`src/aicfg_pkg.sv`:
```
package aicfg_pkg;

    // ****************************************
    // clock and timing
    // ****************************************
    localparam int unsigned CLK_HZ = 20_000_000;
    localparam int unsigned RESET_WAIT_MS = 20;
    localparam int unsigned RESET_WAIT_CYC = RESET_WAIT_MS * (CLK_HZ / 1000);
    localparam int unsigned CNT_W = 24;

    // ****************************************
    // device register map
    // ****************************************
    localparam logic [15:0] PROC_RUN_ADDR = 16'h0000;
    localparam logic [15:0] BOOT_ADDR = 16'hFF01;
    localparam logic [15:0] BRG_INDEX_ADDR = 16'hFF40;
    localparam logic [15:0] BRG_LEN_ADDR = 16'hFF41;
    localparam logic [15:0] BRG_PAY_ADDR = 16'hFF42;
    localparam logic [15:0] BRG_CMD_ADDR = 16'hFF43;
    localparam logic [15:0] BRG_TGT_ADDR = 16'hFF45;

    localparam logic [31:0] BOOT_VAL = 32'h0000_0001;
    localparam logic [31:0] BRG_TGT_AMP = 32'h0000_0018;
    localparam logic [31:0] BRG_CMD_WRITE = 32'h0000_0002;
    localparam logic [31:0] PROC_ACTIVE_VAL = 32'h0203_7800;
    localparam logic [31:0] PROC_ON_VAL = 32'h0603_7800;

    localparam logic [2:0] SIZE_1 = 3'h1;
    localparam logic [2:0] SIZE_2 = 3'h2;
    localparam logic [2:0] SIZE_4 = 3'h4;

    // ****************************************
    // amplifier registers behind the bridge
    // ****************************************
    localparam logic [7:0] AMP_SOFT_RESET_IDX = 8'h40;
    localparam logic [31:0] AMP_SOFT_RESET_VAL = 32'h0000_0080;
    localparam logic [7:0] AMP_TRIM0_IDX = 8'h63;
    localparam logic [31:0] AMP_TRIM0_VAL = 32'h0000_00DE;
    localparam logic [7:0] AMP_TRIM1_IDX = 8'h65;
    localparam logic [31:0] AMP_TRIM1_VAL = 32'h0000_0066;
    localparam logic [7:0] AMP_TRIM2_IDX = 8'h15;
    localparam logic [31:0] AMP_TRIM2_VAL = 32'h0000_0020;
    localparam logic [7:0] AMP_TRIM3_IDX = 8'h6E;
    localparam logic [31:0] AMP_TRIM3_VAL = 32'h0000_0019;
    localparam logic [7:0] AMP_RAMP_IDX = 8'h0A;
    localparam logic [31:0] AMP_RAMP_SKIP_VAL = 32'h0000_0009;
    localparam logic [7:0] AMP_VOL_IDX = 8'h20;
    localparam logic [31:0] AMP_VOL_0DB_VAL = 32'h0000_0180;
    localparam logic [7:0] AMP_GAIN_IDX = 8'h07;
    localparam logic [31:0] AMP_SPEAKER_GAIN_VAL = 32'h0000_0037;
    localparam logic [7:0] AMP_ON_IDX = 8'h05;
    localparam logic [31:0] AMP_ON_384K = 32'h0000_0080;
    localparam logic [31:0] AMP_ON_768K = 32'h0000_0084;
    localparam logic [31:0] AMP_ON_1M5 = 32'h0000_008C;

    // ****************************************
    // sequence steps
    // ****************************************
    localparam logic [3:0] OP_BOOT = 4'h0;
    localparam logic [3:0] OP_SOFT_RESET = 4'h1;
    localparam logic [3:0] OP_PROC_ACTIVE = 4'h9;
    localparam logic [3:0] OP_PROC_ON = 4'hA;
    localparam logic [3:0] OP_AMP_ON = 4'hB;
    localparam logic [2:0] SUB_TGT = 3'h0;
    localparam logic [2:0] SUB_INDEX = 3'h1;
    localparam logic [2:0] SUB_LEN = 3'h2;
    localparam logic [2:0] SUB_PAY = 3'h3;
    localparam logic [2:0] SUB_CMD = 3'h4;

    // ****************************************
    // own register file
    // ****************************************
    localparam logic [1:0] CTRL_WORD = 2'h0;
    localparam logic [1:0] STAT_WORD = 2'h1;
    localparam int unsigned CTRL_START_BIT = 0;
    localparam int unsigned CTRL_PWM_LSB = 1;
    localparam int unsigned STAT_BUSY_BIT = 0;
    localparam int unsigned STAT_DONE_BIT = 1;
    localparam int unsigned STAT_WAIT_BIT = 2;
    localparam int unsigned STAT_OP_LSB = 8;
    localparam int unsigned STAT_SUB_LSB = 12;
    localparam logic [1:0] PWM_384K = 2'h0;
    localparam logic [1:0] PWM_768K = 2'h1;
    localparam logic [1:0] RESP_OKAY = 2'h0;
    localparam logic [1:0] RESP_SLVERR = 2'h2;

    typedef enum logic [1:0] {
        ST_IDLE,
        ST_ISSUE,
        ST_WAIT
    } aicfg_state_t;

    typedef struct packed {
        logic bridged;
        logic [7:0] idx;
        logic [2:0] len;
        logic [31:0] val;
    } aicfg_op_t;

endpackage : aicfg_pkg

```
`src/aicfg_wr_if.sv`:
```
`timescale 1ns/10ps
interface aicfg_wr_if;
    logic req;
    logic [15:0] addr;
    logic [2:0] size;
    logic [31:0] data;
    logic done;

    modport seq (output req, output addr, output size, output data, input done);
    modport port (input req, input addr, input size, input data, output done);
endinterface : aicfg_wr_if

```
`src/aicfg_seq.sv`:
```
// Implementation choice: register access over AXI4-Lite.
`timescale 1ns/10ps
// How it works
// - bridge target select written 0x18 first
// - bridge index register loaded next
// - byte count one or two
// - payload written after count
// - command 0x02 written last, launches transfer
// - soft reset after boot start, then 20 ms wait
// - four internal trims in fixed order
// - volume ramp skipped before volume
// - two-byte 0 dB volume
// - speaker gain after volume
// - processor active, then processor on
// - amplifier on as final step
// - amplifier-on byte selects PWM rate
module aicfg_seq #(
    parameter int unsigned RESET_WAIT_CYC = aicfg_pkg::RESET_WAIT_CYC
) (
    input wire logic aclk,
    input wire logic aresetn,
    input wire logic [3:0] awaddr,
    input wire logic awvalid,
    output logic awready,
    input wire logic [31:0] wdata,
    input wire logic [3:0] wstrb,
    input wire logic wvalid,
    output logic wready,
    output logic [1:0] bresp,
    output logic bvalid,
    input wire logic bready,
    input wire logic [3:0] araddr,
    input wire logic arvalid,
    output logic arready,
    output logic [31:0] rdata,
    output logic [1:0] rresp,
    output logic rvalid,
    input wire logic rready,
    output logic dev_valid,
    output logic [15:0] dev_addr,
    output logic [2:0] dev_size,
    output logic [31:0] dev_data,
    input wire logic dev_ack
);

    typedef struct packed {
        aicfg_pkg::aicfg_state_t st;
        logic [3:0] op;
        logic [2:0] sub;
        logic [aicfg_pkg::CNT_W-1:0] cnt;
        logic req;
        logic done;
        logic [1:0] pwm;
        logic awready;
        logic wready;
        logic bvalid;
        logic [1:0] bresp;
        logic arready;
        logic rvalid;
        logic [31:0] rdata;
        logic [1:0] rresp;
    } aicfg_top_s_t;

    aicfg_top_s_t q;
    aicfg_top_s_t d;
    aicfg_wr_if wr ();
    aicfg_pkg::aicfg_op_t cur;

    // ****************************************
    // sequence table
    // ****************************************
    function automatic aicfg_pkg::aicfg_op_t op_entry(input logic [3:0] op, input logic [1:0] pwm);
        aicfg_pkg::aicfg_op_t e;
        e = '{bridged: 1'b1, idx: 8'h00, len: aicfg_pkg::SIZE_1, val: 32'h0000_0000};
        case (op)
            aicfg_pkg::OP_BOOT: begin
                e = '{1'b0, 8'h00, aicfg_pkg::SIZE_1, aicfg_pkg::BOOT_VAL};
            end
            aicfg_pkg::OP_SOFT_RESET: begin
                e = '{1'b1, aicfg_pkg::AMP_SOFT_RESET_IDX, aicfg_pkg::SIZE_1,
                      aicfg_pkg::AMP_SOFT_RESET_VAL};
            end
            4'h2: e = '{1'b1, aicfg_pkg::AMP_TRIM0_IDX, aicfg_pkg::SIZE_1, aicfg_pkg::AMP_TRIM0_VAL};
            4'h3: e = '{1'b1, aicfg_pkg::AMP_TRIM1_IDX, aicfg_pkg::SIZE_1, aicfg_pkg::AMP_TRIM1_VAL};
            4'h4: e = '{1'b1, aicfg_pkg::AMP_TRIM2_IDX, aicfg_pkg::SIZE_1, aicfg_pkg::AMP_TRIM2_VAL};
            4'h5: e = '{1'b1, aicfg_pkg::AMP_TRIM3_IDX, aicfg_pkg::SIZE_1, aicfg_pkg::AMP_TRIM3_VAL};
            4'h6: begin
                e = '{1'b1, aicfg_pkg::AMP_RAMP_IDX, aicfg_pkg::SIZE_1,
                      aicfg_pkg::AMP_RAMP_SKIP_VAL};
            end
            4'h7: begin
                e = '{1'b1, aicfg_pkg::AMP_VOL_IDX, aicfg_pkg::SIZE_2,
                      aicfg_pkg::AMP_VOL_0DB_VAL};
            end
            4'h8: begin
                e = '{1'b1, aicfg_pkg::AMP_GAIN_IDX, aicfg_pkg::SIZE_1,
                      aicfg_pkg::AMP_SPEAKER_GAIN_VAL};
            end
            aicfg_pkg::OP_PROC_ACTIVE: begin
                e = '{1'b0, 8'h00, aicfg_pkg::SIZE_4, aicfg_pkg::PROC_ACTIVE_VAL};
            end
            aicfg_pkg::OP_PROC_ON: begin
                e = '{1'b0, 8'h00, aicfg_pkg::SIZE_4, aicfg_pkg::PROC_ON_VAL};
            end
            aicfg_pkg::OP_AMP_ON: begin
                e = '{1'b1, aicfg_pkg::AMP_ON_IDX, aicfg_pkg::SIZE_1, aicfg_pkg::AMP_ON_1M5};
                if (pwm == aicfg_pkg::PWM_384K) begin
                    e.val = aicfg_pkg::AMP_ON_384K;
                end else if (pwm == aicfg_pkg::PWM_768K) begin
                    e.val = aicfg_pkg::AMP_ON_768K;
                end
            end
            default: e.bridged = 1'b1;
        endcase
        return e;
    endfunction : op_entry

    function automatic logic reg_hit(input logic [3:0] a);
        return (a[3:2] == aicfg_pkg::CTRL_WORD) || (a[3:2] == aicfg_pkg::STAT_WORD);
    endfunction : reg_hit

    assign cur = op_entry(q.op, q.pwm);

    // ****************************************
    // device write request
    // ****************************************
    always_comb begin
        wr.size = aicfg_pkg::SIZE_1;
        wr.addr = aicfg_pkg::BRG_TGT_ADDR;
        wr.data = aicfg_pkg::BRG_TGT_AMP;
        if (!cur.bridged) begin
            wr.addr = (q.op == aicfg_pkg::OP_BOOT) ? aicfg_pkg::BOOT_ADDR
                                                   : aicfg_pkg::PROC_RUN_ADDR;
            wr.size = cur.len;
            wr.data = cur.val;
        end else begin
            case (q.sub)
                aicfg_pkg::SUB_INDEX: begin
                    wr.addr = aicfg_pkg::BRG_INDEX_ADDR;
                    wr.data = {24'h000000, cur.idx};
                end
                aicfg_pkg::SUB_LEN: begin
                    wr.addr = aicfg_pkg::BRG_LEN_ADDR;
                    wr.data = {29'h00000000, cur.len};
                end
                aicfg_pkg::SUB_PAY: begin
                    wr.addr = aicfg_pkg::BRG_PAY_ADDR;
                    wr.size = cur.len;
                    wr.data = cur.val;
                end
                aicfg_pkg::SUB_CMD: begin
                    wr.addr = aicfg_pkg::BRG_CMD_ADDR;
                    wr.data = aicfg_pkg::BRG_CMD_WRITE;
                end
                default: wr.addr = aicfg_pkg::BRG_TGT_ADDR;
            endcase
        end
    end
    assign wr.req = q.req;

    aicfg_port u_port (
        .aclk(aclk),
        .aresetn(aresetn),
        .wr(wr),
        .dev_valid(dev_valid),
        .dev_addr(dev_addr),
        .dev_size(dev_size),
        .dev_data(dev_data),
        .dev_ack(dev_ack)
    );

    // ****************************************
    // sequencer and register slave
    // ****************************************
    always_comb begin
        d = q;
        case (q.st)
            aicfg_pkg::ST_IDLE: begin
                if (q.awready && awaddr[3:2] == aicfg_pkg::CTRL_WORD && wstrb[0]
                    && wdata[aicfg_pkg::CTRL_START_BIT]) begin
                    d.op = aicfg_pkg::OP_BOOT;
                    d.sub = aicfg_pkg::SUB_TGT;
                    d.req = 1'b1;
                    d.done = 1'b0;
                    d.st = aicfg_pkg::ST_ISSUE;
                end
                if (q.awready && awaddr[3:2] == aicfg_pkg::CTRL_WORD && wstrb[0]) begin
                    d.pwm = wdata[aicfg_pkg::CTRL_PWM_LSB +: 2];
                end
            end
            aicfg_pkg::ST_ISSUE: begin
                if (wr.done) begin
                    if (cur.bridged && q.sub != aicfg_pkg::SUB_CMD) begin
                        d.sub = q.sub + 3'h1;
                    end else begin
                        d.sub = aicfg_pkg::SUB_TGT;
                        if (q.op == aicfg_pkg::OP_SOFT_RESET) begin
                            d.req = 1'b0;
                            d.cnt = '0;
                            d.st = aicfg_pkg::ST_WAIT;
                        end else if (q.op == aicfg_pkg::OP_AMP_ON) begin
                            d.req = 1'b0;
                            d.done = 1'b1;
                            d.st = aicfg_pkg::ST_IDLE;
                        end else begin
                            d.op = q.op + 4'h1;
                        end
                    end
                end
            end
            aicfg_pkg::ST_WAIT: begin
                d.cnt = q.cnt + 1'b1;
                if (q.cnt == aicfg_pkg::CNT_W'(RESET_WAIT_CYC - 1)) begin
                    d.op = q.op + 4'h1;
                    d.req = 1'b1;
                    d.st = aicfg_pkg::ST_ISSUE;
                end
            end
            default: d.st = aicfg_pkg::ST_IDLE;
        endcase

        if (!q.awready && !q.bvalid && awvalid && wvalid) begin
            d.awready = 1'b1;
            d.wready = 1'b1;
        end
        if (q.awready) begin
            d.awready = 1'b0;
            d.wready = 1'b0;
            d.bvalid = 1'b1;
            d.bresp = reg_hit(awaddr) ? aicfg_pkg::RESP_OKAY : aicfg_pkg::RESP_SLVERR;
        end
        if (q.bvalid && bready) begin
            d.bvalid = 1'b0;
        end

        if (!q.arready && !q.rvalid && arvalid) begin
            d.arready = 1'b1;
        end
        if (q.arready) begin
            d.arready = 1'b0;
            d.rvalid = 1'b1;
            d.rresp = reg_hit(araddr) ? aicfg_pkg::RESP_OKAY : aicfg_pkg::RESP_SLVERR;
            d.rdata = '0;
            if (araddr[3:2] == aicfg_pkg::CTRL_WORD) begin
                d.rdata[aicfg_pkg::CTRL_PWM_LSB +: 2] = q.pwm;
            end else if (araddr[3:2] == aicfg_pkg::STAT_WORD) begin
                d.rdata[aicfg_pkg::STAT_BUSY_BIT] = (q.st != aicfg_pkg::ST_IDLE);
                d.rdata[aicfg_pkg::STAT_DONE_BIT] = q.done;
                d.rdata[aicfg_pkg::STAT_WAIT_BIT] = (q.st == aicfg_pkg::ST_WAIT);
                d.rdata[aicfg_pkg::STAT_OP_LSB +: 4] = q.op;
                d.rdata[aicfg_pkg::STAT_SUB_LSB +: 3] = q.sub;
            end
        end
        if (q.rvalid && rready) begin
            d.rvalid = 1'b0;
        end
    end

    always_ff @(posedge aclk) begin
        if (!aresetn) begin
            q <= '{st: aicfg_pkg::ST_IDLE, default: '0};
        end else begin
            q <= d;
        end
    end

    assign awready = q.awready;
    assign wready = q.wready;
    assign bvalid = q.bvalid;
    assign bresp = q.bresp;
    assign arready = q.arready;
    assign rvalid = q.rvalid;
    assign rdata = q.rdata;
    assign rresp = q.rresp;

    // ****************************************
    // checks on the device write stream
    // ****************************************
    logic fire;
    logic first_q;
    logic gap_on_q;
    logic [15:0] last_addr_q;
    logic [31:0] last_data_q;
    logic [7:0] idx_q;
    logic [aicfg_pkg::CNT_W-1:0] gap_q;

    assign fire = dev_valid && dev_ack;

    always_ff @(posedge aclk) begin
        if (!aresetn) begin
            first_q <= 1'b1;
            gap_on_q <= 1'b0;
            last_addr_q <= '0;
            last_data_q <= '0;
            idx_q <= '0;
            gap_q <= '0;
        end else begin
            gap_q <= gap_q + 1'b1;
            if (q.st == aicfg_pkg::ST_IDLE) begin
                first_q <= 1'b1;
            end
            if (fire) begin
                first_q <= 1'b0;
                last_addr_q <= dev_addr;
                last_data_q <= dev_data;
                gap_on_q <= (dev_addr == aicfg_pkg::BRG_CMD_ADDR)
                            && (idx_q == aicfg_pkg::AMP_SOFT_RESET_IDX);
                gap_q <= '0;
                if (dev_addr == aicfg_pkg::BRG_INDEX_ADDR) begin
                    idx_q <= dev_data[7:0];
                end
            end
        end
    end
endmodule : aicfg_seq

```
`src/aicfg_port.sv`:
```
`timescale 1ns/10ps
module aicfg_port (
    input wire logic aclk,
    input wire logic aresetn,
    aicfg_wr_if.port wr,
    output logic dev_valid,
    output logic [15:0] dev_addr,
    output logic [2:0] dev_size,
    output logic [31:0] dev_data,
    input wire logic dev_ack
);

    typedef struct packed {
        logic valid;
        logic [15:0] addr;
        logic [2:0] size;
        logic [31:0] data;
        logic done;
    } aicfg_port_s_t;

    aicfg_port_s_t q;
    aicfg_port_s_t d;

    always_comb begin
        d = q;
        d.done = 1'b0;
        // done cycle blocks a relatch of the old request
        if (!q.valid && !q.done && wr.req) begin
            d.valid = 1'b1;
            d.addr = wr.addr;
            d.size = wr.size;
            d.data = wr.data;
        end
        if (q.valid && dev_ack) begin
            d.valid = 1'b0;
            d.done = 1'b1;
        end
    end

    always_ff @(posedge aclk) begin
        if (!aresetn) begin
            q <= '0;
        end else begin
            q <= d;
        end
    end

    assign dev_valid = q.valid;
    assign dev_addr = q.addr;
    assign dev_size = q.size;
    assign dev_data = q.data;
    assign wr.done = q.done;

endmodule : aicfg_port

```
`config.mk`:
```
export PLATFORM = sky130hd
export DESIGN_NAME = aicfg_seq
export DESIGN_NICKNAME = d
export VERILOG_FILES = /design/src/aicfg_pkg.sv /design/src/aicfg_wr_if.sv /design/src/aicfg_seq.sv /design/src/aicfg_port.sv
export SDC_FILE = /design/constraint.sdc
export NUM_CORES = 1
export LEC_CHECK = 0
export ABC_AREA = 1
export BUFFER_PORTS_ARGS = -buffer_cell sky130_fd_sc_hd__buf_4
export CORE_ASPECT_RATIO = 0.9
export CORE_UTILIZATION = 35
export CTS_CLUSTER_SIZE = 16
export DETAILED_ROUTE_END_ITERATION = 8
export PLACE_DENSITY = 0.56
export SETUP_SLACK_MARGIN = 0.4
export SYNTH_ARGS = -nofsm -noshare
export SYNTH_HDL_FRONTEND = slang
export SYNTH_SLANG_ARGS = --single-unit
```
`constraint.sdc`:
```
create_clock -name aclk -period 3.6 [get_ports aclk]
set_input_delay 0.72 -clock aclk [delete_from_list [all_inputs] [get_ports aclk]]
set_output_delay 0.72 -clock aclk [all_outputs]
set_load 0.02 [all_outputs]
```
==> metrics.txt <==
hold path start wready$_SDFFE_PP0P_; initial antenna violation count 0; Synth Instances 646; Root Buffer clkbuf_16; Post-synth EDFFs 0; Post-CTS Setup Bufs 0; CTS tree done; Worst-path clk slew 0.06 ns; Final Net Count 755; core area 12200 um^2; DIE AREA 13100 um^2; antenna diode count 0; Die X 121 um; Area Overhead vs Synth 13.5%; outcome completed; #FFs+latches synth 75; clock sinks 75; final WL 10500 um; fillers 1272; fin area 5030 um^2; initial core utilization 36.3%; top-count cell post-synth nand2_1; Critical Path Fanout Max 6; Setup violations, final 0; gp weighted congestion 0.887; Antenna Nets Post-Route 0; global-route wire length before repair 16800 um; largest net degree at the start of global routing 20; Setup TNS 0 ns; Final Skew 0.00815 ns; power share of the sequential group 40.4%; via count 3907; CP Data Arrival Time 2.53 ns; Synth top cells by count 145 x nand2_1, 84 x nor2_1, 75 x dfxtp_1, 72 x inv_1, 69 x buf_4; grt ovf 0; ranking of synthesized cells by area dfxtp_1 34%, nand2_1 12%, buf_4 12%; MaxCap Viol Count 0; Fin Hold WS 0.445 ns; layout cells sized above 1 14.6%; routed vias/inst 4.58; RSZ-0062 raised after global routing no; area leader, netlist dfxtp_1; Slew @ Worst Pin 0.686 ns; port bufs 65; Multi-input gate area 2240 um^2; Routed wire per std cell 12.4 um; Clk pwr share 42.0%; 1st-pass router iterations 5; switch share 29.3%; part of the Yosys area used for sequential elements 33.9%; proportion of netlist area held by the largest area contributor 33.9%; ys flop type dfxtp_1; Tcrit/Tclk final 64.5%; number of I/O pins 145; CP required 3.81 ns; PD cells 437 nW/um^2; register area 1500 um^2; peak supply drop 211 uV; r2r setup slk 1.28 ns; total track usage 16.4%; placed cell area 4730 um^2; NetSw 644 uW; Leak 0.00232 uW; Netlist Area Pre-Place 4440 um^2; vias in the first global route 3410; Netlist cell types 37; deepest clock path buffer count 2; die height 109 um; worst-skew pair later-pin latency 0.34 ns; Final min period 2.32 ns; CTS H-tree depth 3; Internal Pwr Total 1550 uW; CTS Buf Count 9; fmax 430 MHz; WHS Path Cells 2; Syn Area/Cell 6.87 um^2; Max-Slew Margin vs Limit 53.8%; crit path capture type flop; FF-to-FF path depth 10; Hold Buf Count CTS 0; R2R Path End u_port.dev_data[2]$_SDFFE_PN0P_; hpwl dp 7910 um; Hold Vio Cnt, Final 0; combinational fraction of design power 17.6%; CP startpoint kind flop; critical path class reg2reg; hold crit path type reg2reg; std cell rows 38; DRT iter0 DRCs 241; ys async rst share 0%; DRC Markers 0; CTS resizes 0; synth warn 0; r2r startpoint q[72]$_SDFFE_PN0P_; WHS Endpoint wready$_SDFFE_PP0P_; Slew Limit Fails 0
## metal layers
metal / track usage, % / up-vias / share of wire (%)
li1: - / 2045 / -
met1: 22.8 / 1710 / 51
met2: 24.8 / 133 / 41
met3: 3.14 / 19 / 5.4
met4: 7.23 / 0 / 1.9
met5: 0 / - / 0
## cell families after synthesis
kind of cell,Yosys count,synth area share (%)
simple gates,296,29.2
buf+inv,153,19.2
compound gates,105,13.3
flops,75,33.9
fa+ha+maj,15,4.23
xor+xnor,1,0.197
other cells,1,0.0845
## how the worst max path moves through the flow
stage | slack (ns) | cells after the start | start | to
2_1_floorplan | 1.82 | 11 | q[73]$_SDFFE_PN0P_ | q[54]$_SDFFE_PN0P_
3_3_place_gp | 1.38 | 11 | q[72]$_SDFFE_PN0P_ | q[51]$_SDFFE_PN0P_
3_5_place_dp | 1.34 | 11 | q[72]$_SDFFE_PN0P_ | q[62]$_SDFFE_PN0P_
4_1_cts | 1.30 | 11 | q[72]$_SDFFE_PN0P_ | q[52]$_SDFFE_PN0P_
5_1_grt | 1.06 | 10 | q[72]$_SDFFE_PN0P_ | u_port.dev_data[2]$_SDFFE_PN0P_
6_report | 1.28 | 10 | q[72]$_SDFFE_PN0P_ | u_port.dev_data[2]$_SDFFE_PN0P_
## layout by cell type (no fill, tap or decap), drive strengths merged
master	netlist	layout
nand2	150	150
nor2	90	90
dfxtp	75	75
inv	74	74
buf	72	67
a21oi	54	54
conb	1	43
o21ai	36	36
nand3	27	27
ha	15	15
nand4	14	14
nor3	12	12
clkbuf	6	12
clkinv	1	4
a31oi	3	3
a211oi	3	3
o31ai	3	3
nand3b	2	2
o211ai	2	2
o221ai	2	2
o211a	1	1
or2	1	1
a2bb2oi	1	1
xor2	1	1
bufinv	0	1
## through the flow
stage | util, % | power, uW | cells | setup slack (ns)
CTS | 41.2 | 2220 | 853 | 1.30
floorplan | - | 1220 | 688 | 1.82
global placement | 38.7 | 1290 | 837 | 1.38
global route | 41.2 | 2310 | 853 | 1.06
finish | 41.2 | 2200 | 853 | 1.28
detailed placement | 38.7 | 1290 | 837 | 1.34
## power by group through the flow
stage          clock network (uW)  registers, uW  logic, uW
5_1_grt                       986            892        432
3_5_place_dp                    0            906        385
3_3_place_gp                    0            904        382
4_1_cts                       943            888        387
2_1_floorplan                   0            923        300
6_report                      923            888        388
## worst max-delay path, cell delays in order, from the launching register on
cell and delay [ns]:
dfxtp_1 0.42, inv_1 0.13, ha_1 0.29, o21ai_0 0.58
nand2_1 0.19, inv_1 0.12, nand2_1 0.08, nand2_1 0.07
nand2_1 0.05, o21ai_0 0.18, a21oi_1 0.08
## sequential cells by signal (all words and copies together), names as in the netlist, 3 cells and up
| register | count |
|---|---|
| q | 36 |
| rdata | 10 |
| u_port.dev_addr | 5 |
| u_port.dev_data | 11 |
| u_port.dev_size | 3 |
## final cells by class
class	instances	area share (%)
timing repair buffer	67	9.99
tap	160	3.98
multi-input combinational	460	44.5
inverter	75	5.64
clock buffer	12	5.09
sequential	75	29.8
clock inverter	4	0.969
Note: power is estimated with default switching activity, not from simulation.
